$ cat src/ucc_pkg.sv
// Constants, register map and state types of the serial control block
package ucc_pkg;
    // Timing
    localparam int CLOCK_HZ = 40_000_000;
    localparam int BAUD_HZ = 115_200;
    localparam int BIT_CYCLES = CLOCK_HZ / BAUD_HZ;
    localparam logic [15:0] BIT_COUNT = 16'(BIT_CYCLES - 1);
    localparam logic [15:0] HALF_COUNT = 16'(BIT_CYCLES / 2 - 1);
    // Register indices; byte address is four times the index
    localparam logic [9:0] IDX_CTRL_ONE = 10'h013;
    localparam logic [9:0] IDX_CTRL_TWO = 10'h014;
    localparam logic [9:0] IDX_STATUS = 10'h015;
    localparam logic [7:0] CTRL_ONE_RESET = 8'h00;
    localparam logic [7:0] CTRL_TWO_RESET = 8'h00;
    // serial_ctrl_one fields
    localparam int B_LOOP = 7;
    localparam int B_ON = 6;
    localparam int B_FLIP = 5;
    localparam int B_LEN = 4;
    localparam int B_WAKE = 3;
    localparam int B_IDLE_COUNT_FROM_STOP = 2;
    localparam int B_PAR_ON = 1;
    localparam int B_PAR_ODD = 0;
    // serial_ctrl_two fields
    localparam int B_TXE_IE = 7;
    localparam int B_TXD_IE = 6;
    localparam int B_RXF_IE = 5;
    localparam int B_IDLE_IE = 4;
    localparam int B_TX_EN = 3;
    localparam int B_RX_EN = 2;
    localparam int B_STBY = 1;
    localparam int B_BRK = 0;
    // Status fields
    localparam int S_TX_EMPTY = 0;
    localparam int S_TX_DONE = 1;
    localparam int S_RX_FULL = 2;
    localparam int S_IDLE = 3;
    localparam int S_PAR_ERR = 4;
    // Frame lengths in bits
    localparam logic [3:0] FRAME_SHORT = 4'hA;
    localparam logic [3:0] FRAME_LONG = 4'hB;

    typedef enum logic [2:0] {
        TX_IDLE = 3'b000,
        TX_PREAMBLE = 3'b001,
        TX_BREAK = 3'b010,
        TX_DATA = 3'b011,
        TX_MARK = 3'b100
    } ucc_tx_state_t;

    typedef enum logic [0:0] {
        RX_IDLE = 1'b0,
        RX_BITS = 1'b1
    } ucc_rx_state_t;
endpackage : ucc_pkg

$ cat src/ucc_serial_ctrl.sv
// Serial port control registers, transmitter framing, receiver wakeup and requests
`timescale 1ns/1ps
`default_nettype none
module ucc_serial_ctrl
    import ucc_pkg::*;
(
    input wire logic clock, // Module clock
    input wire logic rst, // Synchronous reset, active high
    input wire logic psel, // APB select
    input wire logic penable, // APB enable
    input wire logic pwrite, // APB direction
    input wire logic [11:0] paddr, // APB byte address
    input wire logic [31:0] pwdata, // APB write data
    output logic [31:0] prdata, // APB read data
    output logic pready, // APB ready
    output logic pslverr, // APB error on unmapped address
    input wire logic rxPin, // Receive pin, asynchronous
    input wire logic pinDirBit, // Port direction bit of the shared pin
    output logic rxPinOe, // Port drives the shared receive pin
    output logic txPin, // Transmit pin level
    output logic txPinOe, // Transmit pin driven by the port
    input wire logic [8:0] txData, // Character for the transmit buffer
    input wire logic txDataWrite, // Load pulse for txData
    output logic [8:0] rxData, // Last delivered character
    input wire logic rxFlagClear, // Clears receive-full and parity error
    input wire logic idleClear, // Clears idle flag
    output logic txBufEmpty, // Transmit buffer empty flag
    output logic txDone, // Transmission complete flag
    output logic rxFull, // Receive full flag
    output logic idleFlag, // Idle line flag
    output logic parityErr, // Parity error flag
    output logic txIrq, // Transmitter request
    output logic rxIrq // Receiver request
);
    typedef struct packed {
        logic [7:0] ctrlOne;
        logic [7:0] ctrlTwo;
        logic [31:0] prdata;
        logic pready;
        logic pslverr;
        ucc_tx_state_t txState;
        logic [15:0] txBaud;
        logic [3:0] txCnt;
        logic [10:0] txShift;
        logic [8:0] txBuf;
        logic txBufEmpty;
        logic txDone;
        logic preamblePend;
        logic breakPend;
        logic txRaw;
        logic txLine;
        logic rxSync1;
        logic rxSync2;
        logic rxPrev;
        ucc_rx_state_t rxState;
        logic [15:0] rxBaud;
        logic [3:0] rxCnt;
        logic [10:0] rxShift;
        logic [3:0] idleRun;
        logic idleArmed;
        logic rxFull;
        logic idleFlag;
        logic parityErr;
        logic [8:0] rxData;
        logic txIrq;
        logic rxIrq;
        logic rxPinOe;
        logic txPinOe;
    } ucc_state_t;

    ucc_state_t st;
    ucc_state_t next_st;

    function automatic logic parityBit(input logic [8:0] d, input logic len, input logic odd);
        parityBit = (len ? ^d[7:0] : ^d[6:0]) ^ odd;
    endfunction : parityBit

    function automatic logic [10:0] makeFrame(input logic [8:0] d, input logic [7:0] c1);
        logic [8:0] body;
        body = d;
        if (c1[B_PAR_ON]) begin
            if (c1[B_LEN]) begin
                body[8] = parityBit(d, 1'b1, c1[B_PAR_ODD]);
            end else begin
                body[7] = parityBit(d, 1'b0, c1[B_PAR_ODD]);
            end
        end
        if (c1[B_LEN]) begin
            makeFrame = {1'b1, body, 1'b0};
        end else begin
            makeFrame = {1'b1, 1'b1, body[7:0], 1'b0};
        end
    endfunction : makeFrame

    logic on;
    logic [3:0] frameLen;
    logic txTick;
    logic rxTick;
    logic rxSrc;
    logic pick;
    logic access;
    logic [8:0] rxChar;
    logic rxMsb;
    logic rxErr;

    always_comb begin
        next_st = st;
        rxChar = 9'h000;
        rxMsb = 1'b0;
        rxErr = 1'b0;
        on = st.ctrlOne[B_ON];
        frameLen = st.ctrlOne[B_LEN] ? FRAME_LONG : FRAME_SHORT;
        access = psel & penable & st.pready;

        // Bus slave: no wait states, answer prepared in the setup cycle
        next_st.pready = 1'b0;
        next_st.pslverr = 1'b0;
        if (psel && !penable) begin
            next_st.pready = 1'b1;
            next_st.prdata = 32'h0000_0000;
            case (paddr[11:2])
                IDX_CTRL_ONE: next_st.prdata[7:0] = st.ctrlOne;
                IDX_CTRL_TWO: next_st.prdata[7:0] = st.ctrlTwo;
                IDX_STATUS: next_st.prdata[4:0] = {st.parityErr, st.idleFlag, st.rxFull,
                                                   st.txDone, st.txBufEmpty};
                default: next_st.pslverr = 1'b1;
            endcase
        end
        if (access && pwrite) begin
            if (paddr[11:2] == IDX_CTRL_ONE) begin
                next_st.ctrlOne = pwdata[7:0];
            end else if (paddr[11:2] == IDX_CTRL_TWO) begin
                next_st.ctrlTwo = pwdata[7:0];
                // A fresh enable queues a preamble, also mid-frame
                if (pwdata[B_TX_EN] && !st.ctrlTwo[B_TX_EN]) begin
                    next_st.preamblePend = 1'b1;
                end
                if (pwdata[B_BRK] && !st.ctrlTwo[B_BRK]) begin
                    next_st.breakPend = 1'b1;
                end
            end
        end

        // Transmitter
        txTick = on && (st.txBaud == 16'h0000);
        next_st.txBaud = (!on || txTick) ? BIT_COUNT : st.txBaud - 16'h0001;
        pick = txTick && (st.txState == TX_IDLE || st.txCnt == 4'h1);
        if (txTick && !pick) begin
            next_st.txCnt = st.txCnt - 4'h1;
            if (st.txState == TX_DATA) begin
                next_st.txRaw = st.txShift[0];
                next_st.txShift = {1'b1, st.txShift[10:1]};
            end
        end
        if (pick) begin
            // Only at a character boundary, so disabling finishes the frame
            next_st.txState = TX_IDLE;
            next_st.txRaw = 1'b1;
            if (st.txState == TX_BREAK && !st.ctrlTwo[B_BRK] && !st.breakPend) begin
                next_st.txState = TX_MARK;
                next_st.txCnt = 4'h1;
            end else if (st.ctrlTwo[B_TX_EN]) begin
                if (st.breakPend || st.ctrlTwo[B_BRK]) begin
                    // Break wins over a preamble not yet begun
                    next_st.txState = TX_BREAK;
                    next_st.breakPend = 1'b0;
                    next_st.preamblePend = 1'b0;
                    next_st.txCnt = frameLen;
                    next_st.txRaw = 1'b0;
                end else if (st.preamblePend) begin
                    next_st.txState = TX_PREAMBLE;
                    next_st.preamblePend = 1'b0;
                    next_st.txCnt = frameLen;
                end else if (!st.txBufEmpty) begin
                    next_st.txState = TX_DATA;
                    next_st.txShift = makeFrame(st.txBuf, st.ctrlOne);
                    next_st.txRaw = 1'b0;
                    next_st.txShift = {1'b1, next_st.txShift[10:1]};
                    next_st.txCnt = frameLen;
                    next_st.txBufEmpty = 1'b1;
                end
            end
        end
        if (txDataWrite && on) begin
            next_st.txBuf = txData;
            next_st.txBufEmpty = 1'b0;
        end
        if (!on) begin
            next_st.txState = TX_IDLE;
            next_st.txRaw = 1'b1;
            next_st.txBufEmpty = 1'b1;
            next_st.preamblePend = 1'b0;
            next_st.breakPend = 1'b0;
        end
        next_st.txDone = next_st.txBufEmpty && next_st.txState == TX_IDLE
                         && !next_st.preamblePend && !next_st.breakPend;
        next_st.txLine = next_st.txRaw ^ next_st.ctrlOne[B_FLIP];

        // Receiver; the first sync stage feeds only the second
        next_st.rxSync1 = rxPin;
        next_st.rxSync2 = st.rxSync1;
        rxSrc = st.ctrlOne[B_LOOP] ? st.txLine : st.rxSync2;
        next_st.rxPrev = rxSrc;
        rxTick = (st.rxBaud == 16'h0000);
        next_st.rxBaud = rxTick ? BIT_COUNT : st.rxBaud - 16'h0001;
        if (rxFlagClear) begin
            next_st.rxFull = 1'b0;
            next_st.parityErr = 1'b0;
        end
        if (idleClear) begin
            next_st.idleFlag = 1'b0;
        end
        if (!on || !st.ctrlTwo[B_RX_EN]) begin
            // Flags keep their values while the receiver is off
            next_st.rxState = RX_IDLE;
            next_st.idleRun = 4'h0;
        end else if (st.rxState == RX_IDLE) begin
            if (st.rxPrev && !rxSrc) begin
                next_st.rxState = RX_BITS;
                next_st.rxBaud = HALF_COUNT;
                next_st.rxCnt = 4'h0;
                next_st.idleRun = 4'h0;
            end else if (rxTick && rxSrc && st.idleRun != 4'hF) begin
                next_st.idleRun = st.idleRun + 4'h1;
            end
        end else if (rxTick) begin
            if (st.rxCnt == 4'h0) begin
                if (rxSrc) begin
                    next_st.rxState = RX_IDLE;
                end else begin
                    next_st.rxCnt = 4'h1;
                    if (!st.ctrlOne[B_IDLE_COUNT_FROM_STOP]) begin
                        next_st.idleRun = 4'h0;
                    end
                end
            end else begin
                next_st.rxShift = {rxSrc, st.rxShift[10:1]};
                next_st.rxCnt = st.rxCnt + 4'h1;
                if (!st.ctrlOne[B_IDLE_COUNT_FROM_STOP]) begin
                    next_st.idleRun = rxSrc ? st.idleRun + 4'h1 : 4'h0;
                end
                if (st.rxCnt == frameLen - 4'h1) begin
                    next_st.rxState = RX_IDLE;
                    if (st.ctrlOne[B_IDLE_COUNT_FROM_STOP]) begin
                        next_st.idleRun = 4'h0;
                    end
                    rxChar = st.ctrlOne[B_LEN] ? next_st.rxShift[9:1]
                                               : {1'b0, next_st.rxShift[9:2]};
                    rxMsb = st.ctrlOne[B_LEN] ? rxChar[8] : rxChar[7];
                    rxErr = st.ctrlOne[B_PAR_ON] &&
                            (rxMsb != parityBit(rxChar, st.ctrlOne[B_LEN],
                                                st.ctrlOne[B_PAR_ODD]));
                    if (st.ctrlTwo[B_STBY] && st.ctrlOne[B_WAKE] && rxMsb) begin
                        next_st.ctrlTwo[B_STBY] = 1'b0;
                    end
                    if (!st.ctrlTwo[B_STBY] || (st.ctrlOne[B_WAKE] && rxMsb)) begin
                        next_st.rxData = rxChar;
                        next_st.rxFull = 1'b1;
                        next_st.parityErr = st.parityErr | rxErr | next_st.parityErr;
                        next_st.idleArmed = 1'b1;
                    end
                end
            end
        end
        if (on && st.ctrlTwo[B_RX_EN] && st.idleRun >= frameLen) begin
            if (st.ctrlTwo[B_STBY]) begin
                if (!st.ctrlOne[B_WAKE]) begin
                    // Level test, so standby set on an idle line wakes
                    next_st.ctrlTwo[B_STBY] = 1'b0;
                    next_st.idleArmed = 1'b0;
                end
            end else if (st.idleArmed) begin
                next_st.idleFlag = 1'b1;
                next_st.idleArmed = 1'b0;
            end
        end

        // Requests and pin steering
        next_st.txIrq = next_st.ctrlOne[B_ON] &&
                        ((next_st.ctrlTwo[B_TXE_IE] && next_st.txBufEmpty) ||
                         (next_st.ctrlTwo[B_TXD_IE] && next_st.txDone));
        next_st.rxIrq = !next_st.ctrlTwo[B_STBY] &&
                        ((next_st.ctrlTwo[B_RXF_IE] && next_st.rxFull) ||
                         (next_st.ctrlTwo[B_IDLE_IE] && next_st.idleFlag));
        next_st.rxPinOe = !next_st.ctrlOne[B_ON] && pinDirBit;
        next_st.txPinOe = next_st.ctrlOne[B_ON];
    end

    always_ff @(posedge clock) begin
        if (rst) begin
            st <= '0;
            st.ctrlOne <= CTRL_ONE_RESET;
            st.ctrlTwo <= CTRL_TWO_RESET;
            st.txState <= TX_IDLE;
            st.rxState <= RX_IDLE;
            st.txBufEmpty <= 1'b1;
            st.txDone <= 1'b1;
            st.txRaw <= 1'b1;
            st.txLine <= 1'b1;
            st.txShift <= 11'h7FF;
            st.txBaud <= BIT_COUNT;
            st.rxBaud <= BIT_COUNT;
        end else begin
            st <= next_st;
        end
    end

    assign prdata = st.prdata;
    assign pready = st.pready;
    assign pslverr = st.pslverr;
    assign rxPinOe = st.rxPinOe;
    assign txPin = st.txLine;
    assign txPinOe = st.txPinOe;
    assign rxData = st.rxData;
    assign txBufEmpty = st.txBufEmpty;
    assign txDone = st.txDone;
    assign rxFull = st.rxFull;
    assign idleFlag = st.idleFlag;
    assign parityErr = st.parityErr;
    assign txIrq = st.txIrq;
    assign rxIrq = st.rxIrq;
endmodule : ucc_serial_ctrl
`default_nettype wire

$ cat config.mk
export PLATFORM = sky130hd
export DESIGN_NAME = ucc_serial_ctrl
export DESIGN_NICKNAME = d
export VERILOG_FILES = /design/src/ucc_pkg.sv /design/src/ucc_serial_ctrl.sv
export SDC_FILE = /design/constraint.sdc
export NUM_CORES = 1
export LEC_CHECK = 0
export BUFFER_PORTS_ARGS = -buffer_cell sky130_fd_sc_hd__buf_2
export CAP_MARGIN = 20
export CORE_ASPECT_RATIO = 0.8
export CORE_MARGIN = 2
export CORE_UTILIZATION = 51
export CTS_BUF_LIST = sky130_fd_sc_hd__clkbuf_16
export CTS_CLUSTER_SIZE = 25
export DETAILED_ROUTE_END_ITERATION = 10
export PLACE_DENSITY = 0.74
export SLEW_MARGIN = 10
export SYNTH_ARGS = -nofsm -noshare
export SYNTH_HDL_FRONTEND = slang
export SYNTH_SLANG_ARGS = --single-unit
$ cat constraint.sdc
create_clock -name clock -period 2.5 [get_ports clock]
set_input_delay 0.125 -clock clock [delete_from_list [all_inputs] [get_ports clock]]
set_output_delay 0.125 -clock clock [all_outputs]
set_load 0.03 [all_outputs]
### After elaboration in Yosys (flattened, before gate mapping)

Index checks and enable logic that the tools add are counted.

| word-level totals | value |
|---|---|
| register bits after elaboration | 131 |
| bits in latches | 0 |
| bits in writable memories | 0 |
| ROM bits | 0 |
| input bits | 63 |
| output and inout port bits | 53 |
| word-level logic and storage cells | 249 |
| memories | 0 |

| operators by class | value |
|---|---|
| add/subtract/negate cells | 6 |
| multipliers | 0 |
| div/mod/pow operators | 0 |
| magnitude comparators | 1 |
| equal/unequal tests | 12 |
| shifts and indexed selects | 0 |
| muxes and demuxes | 113 |
| bitwise logic cells | 12 |
| reduce and logical (&&, ||, !) cells | 70 |

Operator list:

| operator | count |
|---|---|
| two-way mux 15 bit | 5 |
| two-way mux 10 bit | 7 |
| two-way mux 11 bit | 6 |
| two-way mux 4 bit | 15 |
| two-way mux 1 bit | 48 |
| two-way mux 21 bit | 2 |
| zero test 16 bit | 2 |
| two-way mux 16 bit | 2 |
| subtractor 16 x 1 -> 16 bit, second input constant | 2 |
| two-way mux 31 bit | 1 |
| == test 10 x 5 -> 1 bit, second input constant | 3 |
| logical AND 1 bit | 29 |
| two-way mux 2 bit | 13 |
| two-way mux 3 bit | 7 |
| two-way mux 8 bit | 2 |
| parity 8 bit | 2 |
| one-hot mux 5 bit (3 select lines) | 1 |
| parity 7 bit | 2 |
| zero test 1 bit | 13 |
| AND reduction 4 bit | 3 |
| two-way mux 9 bit | 1 |
| adder 4 x 1 -> 4 bit, second input constant | 2 |
| subtractor 4 x 1 -> 4 bit, second input constant | 2 |
| logical OR 1 bit | 7 |
| other kinds (24) | 37 |

### Longest topological paths before layout

| depth | value |
|---|---|
| word-level depth | 18 |
| mapped depth | 10 |
| gate-level depth less buffers | 8 |

### Worst setup path after synthesis

No wires, ideal clock.

| timing path | value |
|---|---|
| kind | register -> register |
| start point | reg st (netlist bit on) |
| end point | reg st[78] in the netlist's numbering |
| setup time | 0.129 ns |
| arrival | 2.413 ns |
| required time | 2.371 ns |
| setup slack | -0.042 ns |
| stages on the path, launching flop included | 9 |
| buffers on the path | 2 |
| period minus slack after synthesis | 2.542 ns |
| path through | dfxtp_1 > clkbuf_1 > nand4bb_1 > nor3_1 > nand3_4 > or4_4 > buf_6 > a311oi_2 > o21ai_1 |

| on the way | value |
|---|---|
| word-level cells in the longest chain between the ends | 11 |

RTL lines:

| what | RTL line | source |
|---|---|---|
| start, declared | ucc_serial_ctrl.sv:71 | `ucc_state_t st;` |
| start signal, assigned | ucc_serial_ctrl.sv:304 | `st <= next_st;` |
| logical AND 1 bit (*) | ucc_serial_ctrl.sv:145 | `txTick = on && (st.txBaud == 16'h0000);` |
| logical AND 1 bit | ucc_serial_ctrl.sv:147 | `pick = txTick && (st.txState == TX_IDLE \|\| st.txCnt == 4'h1);` |
| zero test 1 bit | ucc_serial_ctrl.sv:148 | `if (txTick && !pick) begin` |
| logical AND 1 bit | ucc_serial_ctrl.sv:148 |  |
| two-way mux 15 bit | ucc_serial_ctrl.sv:148 |  |
| two-way mux 15 bit | ucc_serial_ctrl.sv:174 | `end else if (!st.txBufEmpty) begin` |
| two-way mux 11 bit | ucc_serial_ctrl.sv:170 | `end else if (st.preamblePend) begin` |
| two-way mux 11 bit | ucc_serial_ctrl.sv:163 | `if (st.breakPend \|\| st.ctrlTwo[B_BRK]) begin` |
| two-way mux 15 bit | ucc_serial_ctrl.sv:162 | `end else if (st.ctrlTwo[B_TX_EN]) begin` |
| two-way mux 11 bit | ucc_serial_ctrl.sv:159 | `if (st.txState == TX_BREAK && !st.ctrlTwo[B_BRK] && !st.breakPend) begin` |
| two-way mux 15 bit (*) | ucc_serial_ctrl.sv:155 | `if (pick) begin` |

Every way passes the cells marked *; elsewhere a longest branch is shown, timed or not.
A chain may end at the register's enable or synchronous reset.

### Worst setup path after layout

| timing path | value |
|---|---|
| start point | reg st[43] in the netlist's numbering |
| end point | reg st (netlist bit rxData[5]) |

| on the way | value |
|---|---|
| word-level cells in the longest chain between the ends | 2 |

RTL lines:

| what | RTL line | source |
|---|---|---|
| zero test 16 bit | ucc_serial_ctrl.sv:204 | `rxTick = (st.rxBaud == 16'h0000);` |
| AND reduction 6 bit (no line) | - |  |

No other way between the ends.

==> run_results.csv <==
group,metric,value,unit
status,status,"finished, final reports clean",
floorplan,die_x,128.5,um
critical_path,reg2reg_slack,50,ps
critical_path,worstPathArrival,2790,ps
detailed_routing,ant_nets,0,
cells_and_area,seqCellArea,2562,sq um
global_route,grt.total_usage,0.2404,
worst_hold_path,hold_start,"idleClear",
cells_and_area,largest_reg_flops,98,
power,internal_power,0.003594,W
yosys,syn_inst,748,
global_route,grt_antenna_before_repair,0,
power,powerDensity,627.4,nW/um^2
cts,cts_max_path_buffers,2,
yosys,ys.flop_type,"dfxtp_1",
yosys,synth.distinct_cells,66,
floorplan,die_h,103.6,um
yosys,async_flop_share,0,
power,clock_power_share,0.510,
timing,slew_headroom,0.5812,
detailed_routing,wl,15700,um
cells_and_area,areaGrowthSynthToFinish,18.46,%
power,p_comb_frac,0.049,
yosys,synth_top_area_share,0.4051,
critical_path,startpoint_type,"flop",
power,power.total,0.004701,W
timing,drv_slew,0,
yosys,yosysSeqAreaShare,0.4051,
global_route,grt_pass1_vias,5245,
yosys,avgSynthCellArea,8.456,sq um
critical_path,cp-end-kind,"flop",
timing,tns,0,ps
critical_path,crit_path_cell_trace,"or4_1 > buf_4 > nor4b_4 > nand3_2 > a211oi_4 > clkbuf_4 > nor2_1 > a211oi_1",
critical_path,reg2reg_to,"rxData[5]",
floorplan,core,12160,sq um
critical_path,rr_worst_depth,8,
floorplan,pin_count,116,
power,sequentialPowerShare,0.442,
cells_and_area,drive_gt1_frac,0.1843,
cts,clock_tree.root_cell,"clkbuf_16",
timing,worst_pin_slew,628.2,ps
cells_and_area,layout.nets,900,
cts,h-tree-depth,4,
yosys,synth_edf_count,0,
cells_and_area,multi_input_area,3391,sq um
timing,finalCriticalPeriod,2455,ps
critical_path,critPathMaxFanout,10,
cts,numClockSinks,128,
cts,clk_pin_slew_worst_paths,60,ps
detailed_routing,drt_iter0_markers,542,
yosys,synth-seq-cells,128,
yosys,syn_area,6325,sq um
cells_and_area,antenna_cells,0,
critical_path,r2r_start,"st[43]",
cells_and_area,top_register,"st",
placement,portBuffers,65,
critical_path,cp_slowest_cell,"or4_1",
worst_hold_path,whs_path_depth,4,
detailed_routing,vias,5456,
cts,cts_buffers,17,
run,cap_viol_max_count,0,
cells_and_area,fillerInstances,1009,
timing,fmax,407.4,MHz
global_route,grt_start_max_net_pins,40,
critical_path,cpPeakStageDelay,570,ps
floorplan,rows,36,
power,p_leak,2.882,nW
worst_hold_path,hold_path.class,"primary input to flop",
critical_path,timing_worst_setup_path_type,"flop to flop",
yosys,ys_warn_count,0,
detailed_routing,drc_errors,0,
detailed_routing,viasPerCell,5.494,
power,ir_drop,0.4807,mV
detailed_routing,routedWlPerCell,15.81,um
floorplan,dieArea,13310,sq um
critical_path,required,2840,ps
worst_hold_path,whs_endpoint,"idleFlag",
yosys,netlist_top_cells_area,"dfxtp_1 (41%), nor2_1 (6.1%), nand2_1 (5.2%)",
timing,period_share,0.9819,
power,swShare,0.2354,
floorplan,start_util,0.5201,
timing,setup_viol,0,
detailed_routing,dr.pass1.iters,7,
placement,gp_congestion,0.8874,
placement,hpwl,10890,um
global_route,grt_first_pass_wirelength,25640,um
cts,tritoncts,"built",
yosys,synth.largest_area_cell,"dfxtp_1",
power,p_switching,0.001107,W
global_route,grt.overflow.total,0,
timing,hold_viol,0,
cts,clk_latency,420,ps
timing,clock_skew,10.21,ps
worst max-delay path by stage:
stage / depth (start not counted) / startpoint / endpoint
final: 8 / st[43] / rxData[5]
after global routing: 6 / st[88] / st[100]
after CTS: 6 / st[43] / st[19]
after detailed placement: 6 / st[88] / txDone
after global placement: 6 / st[88] / txDone
after floorplan: 7 / st[88] / st[78]
metrics by stage:
step | setup slack (ps) | util | hold slack, ps | instances | instance area (sq um)
floorplan | 22.77 | - | 253.2 | 771 | 6416
global placement | 36.27 | 0.5508 | 341.8 | 941 | 6699
detailed placement | -8.228 | 0.5508 | 351.8 | 941 | 6699
CTS | 17.48 | 0.6118 | 23.62 | 990 | 7441
global route | -21.90 | 0.6160 | 75.75 | 993 | 7492
finish | 45.31 | 0.6160 | 32.89 | 993 | 7492
worst max-delay path: cells and delay by family (launching register included):
kind	cells	cell delay, ps
AOI/OAI and AO/OA	2	520
buffers and inverters	2	440
DFF	1	340
and+or+nand+nor	4	1060
layout make-up:
class                      instances  area share
clock buffer                      17     0.05678
clock inverter                    15     0.01954
inverter                          16    0.008016
multi-input combinational        554      0.4526
sequential                       128      0.3420
tap                              152     0.02538
timing repair buffer             111     0.09569
per-layer routing:
layer,share of wire,vias up,wire (um),GRT usage
li1,-,2696,-,-
met1,0.46,2566,7171,0.3167
met2,0.46,170,7298,0.3799
met3,0.062,24,968,0.06302
met4,0.016,0,259,0.08773
met5,0,-,0,0
power by group through the flow:
stage	sequential, W	combinational, W	clock [W]
2_1_floorplan	0.00212	0.000173	0
3_3_place_gp	0.00212	0.000198	0
3_5_place_dp	0.00212	0.000204	0
4_1_cts	0.00207	0.000226	0.00241
5_1_grt	0.00208	0.000248	0.00252
6_report	0.00208	0.000229	0.00240
cell usage after synthesis, types with 3 or more instances:
library cell	number
o31ai_1	3
and3_1	6
or4_1	4
xnor2_1	30
or2_2	5
dfxtp_1	128
and3b_1	4
nor3_1	15
mux2_2	10
a211oi_1	19
nand4_1	6
nor2b_1	7
a21oi_1	47
clkbuf_1	28
inv_1	16
a21boi_0	5
nand3_1	14
nor2_1	103
nand2_1	87
nor4_1	8
xor2_1	14
nor3b_1	7
a31oi_1	5
mux2i_1	27
and2_1	4
or3_1	8
nand2b_1	7
buf_4	41
ha_1	9
a22oi_1	7
o21ai_0	25
nand4b_1	3
a41oi_1	3
cells in the final DEF, fill, tap and decap left out, types with 4 or more instances in the layout:
cell / n
nand2b_1: 7
clkbuf_16: 17
a22oi_1: 7
conb_1: 24
inv_1: 17
nor3_1: 13
xnor2_1: 30
a31oi_1: 5
a211oi_1: 18
o21ai_0: 24
buf_2: 65
or3_1: 8
clkinv_4: 4
mux2i_1: 27
nor3b_1: 7
nor2b_1: 7
and2_1: 4
nor4_1: 8
nand2_1: 87
ha_1: 9
or4_1: 4
nor2_1: 103
xor2_1: 14
dlygate4sd3_1: 17
a21oi_1: 47
and3b_1: 4
and3_1: 6
a21boi_0: 5
or2_2: 5
nand3_1: 13
nand4_1: 6
buf_4: 27
mux2_2: 10
dfxtp_1: 128
what timing repair did:
action,in CTS,in global routing
cloned,0,1
setup endpoints to repair,5,30
buffers inserted,0,2
pin swaps,1,5
resized for setup,2,7
hold buffers,17,0
endpoints found under the hold margin,21,0
kinds of logic (layout without fill, tap and decap cells):
logic type	after synthesis	count (layout)	synth area share
and+or+nand+nor	308	308	0.2429
adders and majority gates	9	9	0.01780
xor gates and xnor gates	45	45	0.06449
other	1	24	0.0005929
DFF	128	128	0.4051
muxes	37	37	0.06053
AOI/OAI and AO/OA	131	131	0.1298
buffers and inverters	89	159	0.07873
Power figures use the tool's default switching activity.
